<file path="src/vdma_pkg.sv">
/*
  Shared constants and types for the dual-panel video DMA block.
  Assumes a 32-bit APB slave port and a quad-word memory read port.
*/
`default_nettype none
package vdma_pkg;
  // Register byte offsets
  localparam logic [11:0] VDMA_CTRL_OFS = 12'h01E0;
  localparam logic [11:0] VDMA_FB_START_OFS = 12'h01C0;
  localparam logic [11:0] VDMA_FB_END_OFS = 12'h01C4;
  localparam logic [11:0] VDMA_UP_INIT_OFS = 12'h01C8;
  localparam logic [11:0] VDMA_LO_INIT_OFS = 12'h01CC;
  localparam logic [11:0] VDMA_CUR_VSTART_OFS = 12'h01D0;
  localparam logic [11:0] VDMA_CUR_VEND_OFS = 12'h01D4;
  localparam logic [11:0] VDMA_DISP_VSTART_OFS = 12'h01D8;
  localparam logic [11:0] VDMA_DISP_VEND_OFS = 12'h01DC;
  localparam logic [11:0] VDMA_UP_PTR_OFS = 12'h01E4;
  localparam logic [11:0] VDMA_LO_PTR_OFS = 12'h01E8;
  localparam logic [11:0] VDMA_STATUS_OFS = 12'h01EC;
  // Control fields
  localparam int VDMA_CTRL_DUPLEX_BIT = 7;
  localparam int VDMA_CTRL_ENABLE_BIT = 5;
  localparam logic [7:0] VDMA_CTRL_RESET = 8'h00;
  // Pointer fields
  localparam int VDMA_LAST_BIT = 30;
  localparam logic [31:0] VDMA_ADDR_MASK = 32'hBFFF_FFF0;
  localparam logic [31:0] VDMA_QWORD_STEP = 32'h0000_0010;
  // Cursor vertical fields
  localparam int VDMA_SPLIT_HI = 14;
  localparam int VDMA_SPLIT_LO = 13;
  localparam int VDMA_RASTER_W = 13;
  localparam logic [31:0] VDMA_ZERO32 = 32'h0000_0000;
  localparam logic [1:0] VDMA_PEND_MAX = 2'h3;
  localparam logic [1:0] VDMA_PEND_ONE = 2'h1;

  typedef enum logic [1:0] {
    VDMA_SPLIT_OFF = 2'b00,
    VDMA_SPLIT_UPPER = 2'b01,
    VDMA_SPLIT_LOWER = 2'b10,
    VDMA_SPLIT_STRADDLE = 2'b11
  } vdma_split_e;

  // One memory read of a quad-word
  typedef struct packed {
    logic [31:0] addr;
    logic lower;
  } vdma_fetch_s;

  // Cursor enables per panel
  typedef struct packed {
    logic upper_on;
    logic lower_on;
  } vdma_cursor_s;
endpackage
`default_nettype wire

</file>
<file path="src/vdma_dual_panel.sv">
/*
  Dual-panel video DMA sequencer: APB register file, quad-word fetch
  sequencing across two panel pointers, and split cursor window decode.
  Assumes the video macrocell pulses vid_req once per wanted quad-word,
  and memory answers each mem_req with one mem_ack cycle carrying data.
*/
// Decided for this implementation: register access over APB.
// Notes on behaviour
// - Duplex fetches alternate: upper panel first, then the lower panel at its own pointer.
// - Block does the panel interleave so frame buffer is single-panel layout.
// - Cursor start bits 14:13: 00 and 01 upper, 10 lower, 11 straddling.
// - Cursor in one half: start and end count rasters from vsync.
// - Straddling: start counts in lower panel, end counts in upper panel.
// - Straddle shows lower from display start to cursor start, upper end to display end.
// - Duplex requests arrive as back-to-back pairs; an open pair is flagged.
// - Control register at 0x1E0: bit 7 duplex, bit 5 enable.
// - Each duplex pair fetches two quad-words, one at each panel pointer's own position.
// - Only the panel pointer just fetched advances by 0x10, or wraps to buffer start at the end.
`timescale 1ns/1ps
`default_nettype none
module vdma_dual_panel
  import vdma_pkg::*;
(
  input wire logic clk,
  input wire logic resetn,
  input wire logic psel,
  input wire logic penable,
  input wire logic pwrite,
  input wire logic [31:0] paddr,
  input wire logic [31:0] pwdata,
  output logic [31:0] prdata,
  output logic pready,
  output logic pslverr,
  input wire logic frame_sync,
  input wire logic vid_req,
  input wire logic [VDMA_RASTER_W-1:0] raster,
  output vdma_fetch_s mem_req_info,
  output logic mem_req,
  input wire logic mem_ack,
  input wire logic [127:0] mem_rdata,
  output logic [127:0] vid_data,
  output logic vid_valid,
  output logic vid_lower,
  output vdma_cursor_s cursor_on
);

  typedef enum logic [1:0] {
    VDMA_IDLE,
    VDMA_WAIT
  } vdma_state_e;

  logic [7:0] ctrl_r;
  logic [31:0] fb_start_r, fb_end_r, up_init_r, lo_init_r;
  logic [15:0] cur_vstart_r, cur_vend_r, disp_vstart_r, disp_vend_r;
  logic [31:0] up_ptr_r, lo_ptr_r;
  logic up_last_r, lo_last_r;
  logic panel_lower_r, pair_open_r, en_d_r;
  logic [1:0] pend_r;
  vdma_state_e state_r;
  logic [31:0] prdata_r, rd_val;
  logic pready_r, pslverr_r, hit;
  logic acc, wr_en, reload, start_fetch, done_fetch, wrap;
  logic duplex, enable;
  logic [31:0] cur_ptr, nxt_ptr;

  assign duplex = ctrl_r[VDMA_CTRL_DUPLEX_BIT];
  assign enable = ctrl_r[VDMA_CTRL_ENABLE_BIT];

  // Read mux and decode; unmapped offsets answer with an error
  always_comb begin
    hit = 1'b1;
    rd_val = VDMA_ZERO32;
    case (paddr[11:0])
      VDMA_CTRL_OFS: rd_val = {24'h00_0000, ctrl_r};
      VDMA_FB_START_OFS: rd_val = fb_start_r;
      VDMA_FB_END_OFS: rd_val = fb_end_r;
      VDMA_UP_INIT_OFS: rd_val = up_init_r;
      VDMA_LO_INIT_OFS: rd_val = lo_init_r;
      VDMA_CUR_VSTART_OFS: rd_val = {16'h0000, cur_vstart_r};
      VDMA_CUR_VEND_OFS: rd_val = {16'h0000, cur_vend_r};
      VDMA_DISP_VSTART_OFS: rd_val = {16'h0000, disp_vstart_r};
      VDMA_DISP_VEND_OFS: rd_val = {16'h0000, disp_vend_r};
      VDMA_UP_PTR_OFS: rd_val = up_ptr_r;
      VDMA_LO_PTR_OFS: rd_val = lo_ptr_r;
      VDMA_STATUS_OFS: rd_val = {28'h000_0000, pair_open_r, panel_lower_r, pend_r != 2'h0,
                                 state_r == VDMA_WAIT};
      default: hit = 1'b0;
    endcase
    if (paddr[31:12] != 20'h0_0000) begin
      hit = 1'b0;
      rd_val = VDMA_ZERO32;
    end
  end

  // One wait state so read data and ready come straight from flops
  assign acc = psel & penable;
  assign wr_en = acc & pready_r & pwrite & ~pslverr_r;

  always_ff @(posedge clk or negedge resetn) begin
    if (!resetn) begin
      pready_r <= 1'b0;
      pslverr_r <= 1'b0;
      prdata_r <= VDMA_ZERO32;
    end else begin
      pready_r <= acc & ~pready_r;
      pslverr_r <= acc & ~pready_r & ~hit;
      if (acc & ~pready_r & ~pwrite) begin
        prdata_r <= rd_val;
      end
    end
  end

  // Software-written configuration
  always_ff @(posedge clk or negedge resetn) begin
    if (!resetn) begin
      ctrl_r <= VDMA_CTRL_RESET;
      fb_start_r <= VDMA_ZERO32;
      fb_end_r <= VDMA_ZERO32;
      up_init_r <= VDMA_ZERO32;
      lo_init_r <= VDMA_ZERO32;
      cur_vstart_r <= 16'h0000;
      cur_vend_r <= 16'h0000;
      disp_vstart_r <= 16'h0000;
      disp_vend_r <= 16'h0000;
    end else if (wr_en) begin
      case (paddr[11:0])
        VDMA_CTRL_OFS: ctrl_r <= pwdata[7:0];
        VDMA_FB_START_OFS: fb_start_r <= pwdata & VDMA_ADDR_MASK;
        VDMA_FB_END_OFS: fb_end_r <= pwdata & VDMA_ADDR_MASK;
        VDMA_UP_INIT_OFS: up_init_r <= pwdata;
        VDMA_LO_INIT_OFS: lo_init_r <= pwdata;
        VDMA_CUR_VSTART_OFS: cur_vstart_r <= pwdata[15:0];
        VDMA_CUR_VEND_OFS: cur_vend_r <= pwdata[15:0];
        VDMA_DISP_VSTART_OFS: disp_vstart_r <= pwdata[15:0];
        VDMA_DISP_VEND_OFS: disp_vend_r <= pwdata[15:0];
        default: ctrl_r <= ctrl_r;
      endcase
    end
  end

  // Pointers reload at each frame and on enable rising
  assign reload = frame_sync | (enable & ~en_d_r);
  assign start_fetch = (state_r == VDMA_IDLE) & enable & (pend_r != 2'h0) & ~reload;
  assign done_fetch = (state_r == VDMA_WAIT) & mem_ack;
  assign cur_ptr = panel_lower_r ? lo_ptr_r : up_ptr_r;
  // Last flag forces the wrap even before the end compare would
  assign wrap = (cur_ptr == fb_end_r) | (panel_lower_r ? lo_last_r : up_last_r);
  assign nxt_ptr = wrap ? fb_start_r : cur_ptr + VDMA_QWORD_STEP;

  always_ff @(posedge clk or negedge resetn) begin
    if (!resetn) begin
      en_d_r <= 1'b0;
    end else begin
      en_d_r <= enable;
    end
  end

  // Panel pointers; only the panel just fetched moves
  always_ff @(posedge clk or negedge resetn) begin
    if (!resetn) begin
      up_ptr_r <= VDMA_ZERO32;
      lo_ptr_r <= VDMA_ZERO32;
      up_last_r <= 1'b0;
      lo_last_r <= 1'b0;
    end else if (reload) begin
      up_ptr_r <= up_init_r & VDMA_ADDR_MASK;
      lo_ptr_r <= lo_init_r & VDMA_ADDR_MASK;
      up_last_r <= up_init_r[VDMA_LAST_BIT];
      lo_last_r <= lo_init_r[VDMA_LAST_BIT];
    end else if (done_fetch) begin
      if (panel_lower_r) begin
        lo_ptr_r <= nxt_ptr;
        lo_last_r <= 1'b0;
      end else begin
        up_ptr_r <= nxt_ptr;
        up_last_r <= 1'b0;
      end
    end
  end

  // Panel select: upper first, alternate only in duplex
  always_ff @(posedge clk or negedge resetn) begin
    if (!resetn) begin
      panel_lower_r <= 1'b0;
    end else if (reload || !duplex) begin
      panel_lower_r <= 1'b0;
    end else if (done_fetch) begin
      panel_lower_r <= ~panel_lower_r;
    end
  end

  // Pending requests; a request in the same cycle as a start is kept
  always_ff @(posedge clk or negedge resetn) begin
    if (!resetn) begin
      pend_r <= 2'h0;
    end else if (reload) begin
      pend_r <= {1'b0, vid_req};
    end else if (vid_req && !start_fetch && pend_r != VDMA_PEND_MAX) begin
      pend_r <= pend_r + VDMA_PEND_ONE;
    end else if (!vid_req && start_fetch) begin
      pend_r <= pend_r - VDMA_PEND_ONE;
    end
  end

  // Pair tracking: first of a duplex pair opens, second closes
  always_ff @(posedge clk or negedge resetn) begin
    if (!resetn) begin
      pair_open_r <= 1'b0;
    end else if (reload || !duplex) begin
      pair_open_r <= 1'b0;
    end else if (vid_req) begin
      pair_open_r <= ~pair_open_r;
    end
  end

  // Fetch sequencer; request held until memory acknowledges
  always_ff @(posedge clk or negedge resetn) begin
    if (!resetn) begin
      state_r <= VDMA_IDLE;
      mem_req <= 1'b0;
      mem_req_info <= '0;
    end else begin
      case (state_r)
        VDMA_IDLE: begin
          if (start_fetch) begin
            state_r <= VDMA_WAIT;
            mem_req <= 1'b1;
            mem_req_info.addr <= cur_ptr;
            mem_req_info.lower <= panel_lower_r;
          end
        end
        VDMA_WAIT: begin
          if (mem_ack) begin
            state_r <= VDMA_IDLE;
            mem_req <= 1'b0;
          end
        end
        default: begin
          state_r <= VDMA_IDLE;
          mem_req <= 1'b0;
        end
      endcase
    end
  end

  // Hand fetched data to the macrocell tagged with its panel
  always_ff @(posedge clk or negedge resetn) begin
    if (!resetn) begin
      vid_data <= 128'h0;
      vid_valid <= 1'b0;
      vid_lower <= 1'b0;
    end else begin
      vid_valid <= done_fetch;
      if (done_fetch) begin
        vid_data <= mem_rdata;
        vid_lower <= panel_lower_r;
      end
    end
  end

  // Cursor windows; straddle swaps meaning of start and end
  logic [VDMA_RASTER_W-1:0] cs, ce, ds, de;
  vdma_split_e split;
  logic in_norm, in_lo_str, in_up_str;
  assign cs = cur_vstart_r[VDMA_RASTER_W-1:0];
  assign ce = cur_vend_r[VDMA_RASTER_W-1:0];
  assign ds = disp_vstart_r[VDMA_RASTER_W-1:0];
  assign de = disp_vend_r[VDMA_RASTER_W-1:0];
  assign split = vdma_split_e'(cur_vstart_r[VDMA_SPLIT_HI:VDMA_SPLIT_LO]);
  assign in_norm = (raster >= cs) && (raster < ce);
  assign in_lo_str = (raster >= ds) && (raster < cs);
  assign in_up_str = (raster >= ce) && (raster < de);

  always_ff @(posedge clk or negedge resetn) begin
    if (!resetn) begin
      cursor_on <= '0;
    end else begin
      case (split)
        VDMA_SPLIT_OFF: cursor_on <= {in_norm, 1'b0};
        VDMA_SPLIT_UPPER: cursor_on <= {in_norm, 1'b0};
        VDMA_SPLIT_LOWER: cursor_on <= {1'b0, in_norm};
        VDMA_SPLIT_STRADDLE: cursor_on <= {in_up_str, in_lo_str};
        default: cursor_on <= '0;
      endcase
    end
  end

  assign prdata = prdata_r;
  assign pready = pready_r;
  assign pslverr = pslverr_r;

  // Checks
  step_upper_a: assert property (@(posedge clk) disable iff (!resetn)
    (done_fetch && !panel_lower_r && !reload && !up_last_r && up_ptr_r != fb_end_r)
      |=> (up_ptr_r == $past(up_ptr_r) + VDMA_QWORD_STEP))
    else $error("upper pointer did not step by one quad-word");
  step_lower_a: assert property (@(posedge clk) disable iff (!resetn)
    (done_fetch && panel_lower_r && !reload && !lo_last_r && lo_ptr_r != fb_end_r)
      |=> (lo_ptr_r == $past(lo_ptr_r) + VDMA_QWORD_STEP))
    else $error("lower pointer did not step by one quad-word");
  wrap_end_a: assert property (@(posedge clk) disable iff (!resetn)
    (done_fetch && !reload && (up_last_r || up_ptr_r == fb_end_r) && !panel_lower_r)
      |=> (up_ptr_r == fb_start_r))
    else $error("pointer did not wrap to buffer start");
  panel_alt_a: assert property (@(posedge clk) disable iff (!resetn)
    (done_fetch && duplex && !reload) ##1 (duplex && !reload) |-> (panel_lower_r != $past(panel_lower_r)))
    else $error("duplex panel did not alternate");
  single_upper_a: assert property (@(posedge clk) disable iff (!resetn)
    (start_fetch && !duplex && !$past(duplex)) |=> !mem_req_info.lower)
    else $error("single panel fetched from lower pointer");
  tag_match_a: assert property (@(posedge clk) disable iff (!resetn)
    (start_fetch) |=> (mem_req && mem_req_info.addr == $past(cur_ptr)))
    else $error("fetch address not taken from the panel pointer");
  data_deliver_a: assert property (@(posedge clk) disable iff (!resetn)
    (done_fetch) |=> (vid_valid && vid_data == $past(mem_rdata) && vid_lower == $past(panel_lower_r)))
    else $error("fetched data not delivered with its panel");
  straddle_cur_a: assert property (@(posedge clk) disable iff (!resetn)
    (split == VDMA_SPLIT_STRADDLE && raster >= ds && raster < cs) |=> cursor_on.lower_on)
    else $error("straddled cursor missing in lower half");
  ctrl_write_a: assert property (@(posedge clk) disable iff (!resetn)
    (wr_en && paddr[11:0] == VDMA_CTRL_OFS) |=> (ctrl_r == $past(pwdata[7:0])))
    else $error("control register write lost");
  pair_close_a: assert property (@(posedge clk) disable iff (!resetn)
    (vid_req && pair_open_r && duplex && !reload) |=> !pair_open_r)
    else $error("request pair left open");
  fetch_off_a: assert property (@(posedge clk) disable iff (!resetn)
    (!enable && state_r == VDMA_IDLE) |=> !mem_req)
    else $error("fetch started while disabled");
  apb_wait_a: assert property (@(posedge clk) disable iff (!resetn)
    (psel && penable && !pready) |=> pready)
    else $error("slave answer late");

endmodule // vdma_dual_panel
`default_nettype wire

</file>
<file path="config.mk">
export PLATFORM = sky130hd
export DESIGN_NAME = vdma_dual_panel
export DESIGN_NICKNAME = d
export VERILOG_FILES = /design/src/vdma_pkg.sv /design/src/vdma_dual_panel.sv
export SDC_FILE = /design/constraint.sdc
export NUM_CORES = 1
export LEC_CHECK = 0
export BUFFER_PORTS_ARGS = -buffer_cell sky130_fd_sc_hd__buf_2
export CAP_MARGIN = 40
export CORE_MARGIN = 4
export CORE_UTILIZATION = 60
export DETAILED_ROUTE_END_ITERATION = 7
export GPL_TIMING_DRIVEN = 0
export PLACE_DENSITY_LB_ADDON = 0.2
export SYNTH_ARGS = -nofsm -noshare
export SYNTH_HDL_FRONTEND = slang
export SYNTH_SLANG_ARGS = --single-unit
</file>
<file path="constraint.sdc">
create_clock -name clk -period 4.8 [get_ports clk]
set_input_delay 0.96 -clock clk [delete_from_list [all_inputs] [get_ports clk]]
set_output_delay 0.96 -clock clk [all_outputs]
set_load 0.005 [all_outputs]
</file>
==> impl_metrics.yaml <==
routing:
  remaining_drc_errors: 0
  topRoutingLayerUsed: "met5"
  wl_mm: 69.83
  wl_met2_mm: 33.34
  num_vias: 17770
  dr.pass1.iters: 6
  viasPerCell: 6.350
  ant_nets: 0
  wl_met1_mm: 25.66
  wl_met3_mm: 7.432
  wl_per_cell_um: 24.96
  drtIter0Drc: 1929
synthesis:
  synth_most_common_cell: "dfrtp_1"
  synthTopCellsByArea: "dfrtp_1 (53%), mux2_2 (15%), ha_1 (3.0%)"
  synth_commonest_cells: "dfrtp_1 (461), mux2_2 (280), nand2_1 (144)"
  syn_nets: 2095
  ys_seq_elements: 461
  avgSynthCellArea_um2: 11.80
  yosys_warnings: 0
  synth_top_area_share_pct: 53.41
  syn_area_mm2: 0.02160
  yosys.area.top_type: "dfrtp_1"
  synthArstFlopShare_pct: 100.0
  yosysUniqueCellTypes: 60
  synth_edf_count: 0
  synth-main-ff-cell: "dfrtp_1"
  netlist_instances: 1830
  synth-seq-area-share_pct: 53.41
floorplan:
  start_util_pct: 60.72
  num_rows: 69
  die_w_um: 197.7
  die_h_um: 197.7
  io-pin-count: 413
  fp.coreArea_mm2: 0.03557
  dieArea_mm2: 0.03910
clock_tree:
  clkSlewWorstSetupHoldPaths_ns: 0.06
  h-tree-depth: 2
  cts_setup_buffers: 0
  cts_root_buffer: "clkbuf_16"
  cts_buffer_depth: 3
  hold_buffers: 0
  cts_tree: "done"
  clk_latency_ns: 0.58
  clock_sinks: 461
  post_cts_resized: 0
  cts_buffers: 48
grt:
  grt_start_max_net_pins: 113
  grtUsageTotal_pct: 34.94
  grt_pass1_vias: 17970
  antenna_found_initial: 6
  grt_overflow_total: 0
  grt_pass1_wl_mm: 105.1
timing:
  setup-tns-final_ns: 0
  period_minus_slack_ns: 4.103
  slew_violations: 0
  setup_viol: 0
  max_freq_mhz: 243.7
  tightestPinTransition_ns: 0.9653
  hold_viol_final: 0
  maxSlewHeadroom_pct: 35.65
  fin_crit_sh_pct: 85.49
  clock-skew-final_ns: 0.01760
  rsz0062_at_grt: "no"
setup_path:
  critPathBufInv: 4
  critPathMaxStageDelay_ns: 0.59
  timing_worst_setup_path_type: "flop to flop"
  cpMostUsedCell: "clkbuf_1"
  slowest_stage: "mux2i_1"
  cp_data_required_time_ns: 5.21
  critPathArrivalTime_ns: 4.51
  worstPathMaxFanout: 10
  startpoint_type: "flop"
  crit_path_cell_trace: "buf_6, buf_2, mux2i_1, xnor2_1, nor4_1, nand4_1, nor3_1, nor2b_1, clkbuf_1, clkbuf_1, nand2_1, a31oi_1"
  critPathTopFamily: "simple AND/OR/NAND/NOR gates"
  crit_path_end_kind: "flop"
flow_run:
  maxCapViolCount: 0
layout:
  nets: 2563
  drive_gt1_share_pct: 34.58
  final_cells: 2798
  final_area_mm2: 0.02598
  fin_util_pct: 73.05
  syn2layout_area_growth_pct: 20.30
power_and_ir_drop:
  vdd_drop_max_v: 0.0003577
  leakage_nw: 12.68
  powerDensity_mw_per_mm2: 329.4
place:
  dpl.hpwl_mm: 51.89
  gp_congestion: 0.9464
  dpl.cell_count: 2709
  port_buffers: 407
  placed_area_mm2: 0.02440
run_status:
  outcome: "complete, no violations"
min_path:
  hold_class: "input pin to async pin"
layer usage:
layer  vias to the layer above  track usage (%)
li1                       7664                -
met1                      8792            45.47
met2                      1099            56.66
met3                       208            8.406
met4                         4            14.82
met5                         -                0
cell type report:
type / instances / area, um^2
Multi-Input combinational cell: 1199 / 9385
Clock inverter: 18 / 192.7
Clock buffer: 68 / 1388
Antenna cell: 3 / 7.507
Buffer: 114 / 466.7
Fill cell: 2530 / 9585
Tap cell: 461 / 576.8
Timing Repair Buffer: 418 / 2221
Inverter: 56 / 210.2
Sequential cell: 461 / 11540
through the flow:
step / setup slack [ns] / total power (W) / hold WS (ns)
final: 0.6967 / 0.008559 / 0.2500
after global routing: 0.5376 / 0.008826 / 0.2607
after CTS: 0.8982 / 0.008584 / 0.2478
after detailed placement: 0.4241 / 0.004859 / 0.4611
after global placement: -6.212 / 0.004821 / 0.4544
after floorplan: 1.493 / 0.004424 / 0.4411
cells by family (layout without fill, tap and decap cells):
logic type      Yosys count  count (layout)  share of synthesized area, %
flops                   461             461                         53.41
compound gates          402             402                         12.46
simple gates            361             361                         8.075
mux                     339             339                         18.08
buf+inv                 170             674                         3.134
fa+ha+maj                52              52                         3.012
xor+xnor                 45              45                         1.825
other cells               0               3                             0
registers in the layout, summed over array words and instances, names as in the netlist, 2 cells and up:
| register | cells |
|---|---|
| fb_start_r | 27 |
| disp_vend_r | 16 |
| fb_end_r | 27 |
| prdata | 32 |
| mem_req_info | 33 |
| pend_r | 2 |
| cursor_on | 2 |
| up_ptr_r | 32 |
| disp_vstart_r | 16 |
| lo_ptr_r | 32 |
| cur_vend_r | 16 |
| lo_init_r | 32 |
| up_init_r | 32 |
| vid_data | 128 |
| ctrl_r | 8 |
| cur_vstart_r | 16 |
final timing paths:
| kind | startpoint | endpoint | slack, ns | depth (start not counted) |
|---|---|---|---|---|
| worst max-delay path | panel_lower_r$_DFFE_PN0P_ | lo_ptr_r[8]$_DFFE_PN0P_ | 0.70 | 12 |
| worst min-delay path | resetn | prdata[1]$_DFFE_PN0P_ | 0.25 | 1 |
| worst max register to register | panel_lower_r$_DFFE_PN0P_ | lo_ptr_r[8]$_DFFE_PN0P_ | 0.70 | 12 |
| worst min register to register | prdata[5]$_DFFE_PN0P_ | prdata[5]$_DFFE_PN0P_ | 0.47 | 1 |
| max in group asynchronous | resetn | vid_data[76]$_DFFE_PN0P_ | 3.15 | 3 |
| min in group clk | prdata[5]$_DFFE_PN0P_ | prdata[5]$_DFFE_PN0P_ | 0.47 | 1 |
power by group:
part | total [W] | internal (W) | switching (W)
combinational | 0.000685 | 0.000295 | 0.000390
sequential | 0.00411 | 0.00402 | 0.0000888
clock | 0.00376 | 0.00222 | 0.00154
total | 0.00856 | 0.00654 | 0.00202
cells in the final DEF, fill, tap and decap left out, drive strengths merged, types with 8 or more instances in the layout:
cell	netlist	routed
a211oi	8	8
a21o	24	24
a21oi	54	54
a221oi	24	24
a222oi	21	21
a22o	21	21
a22oi	32	32
a31oi	41	41
and2	14	14
buf	19	437
clkbuf	95	163
clkinv	0	13
dfrtp	461	461
ha	52	52
inv	56	56
mux2	280	280
mux2i	47	47
mux4	12	12
nand2	144	144
nand3	15	15
nand3b	10	10
nand4	23	23
nor2	69	69
nor2b	29	29
nor3	13	13
nor4	11	11
o211ai	8	8
o21a	9	9
o21ai	97	97
o22ai	41	41
or3	9	9
xnor2	33	33
xor2	12	12
Power figures use the tool's default switching activity.
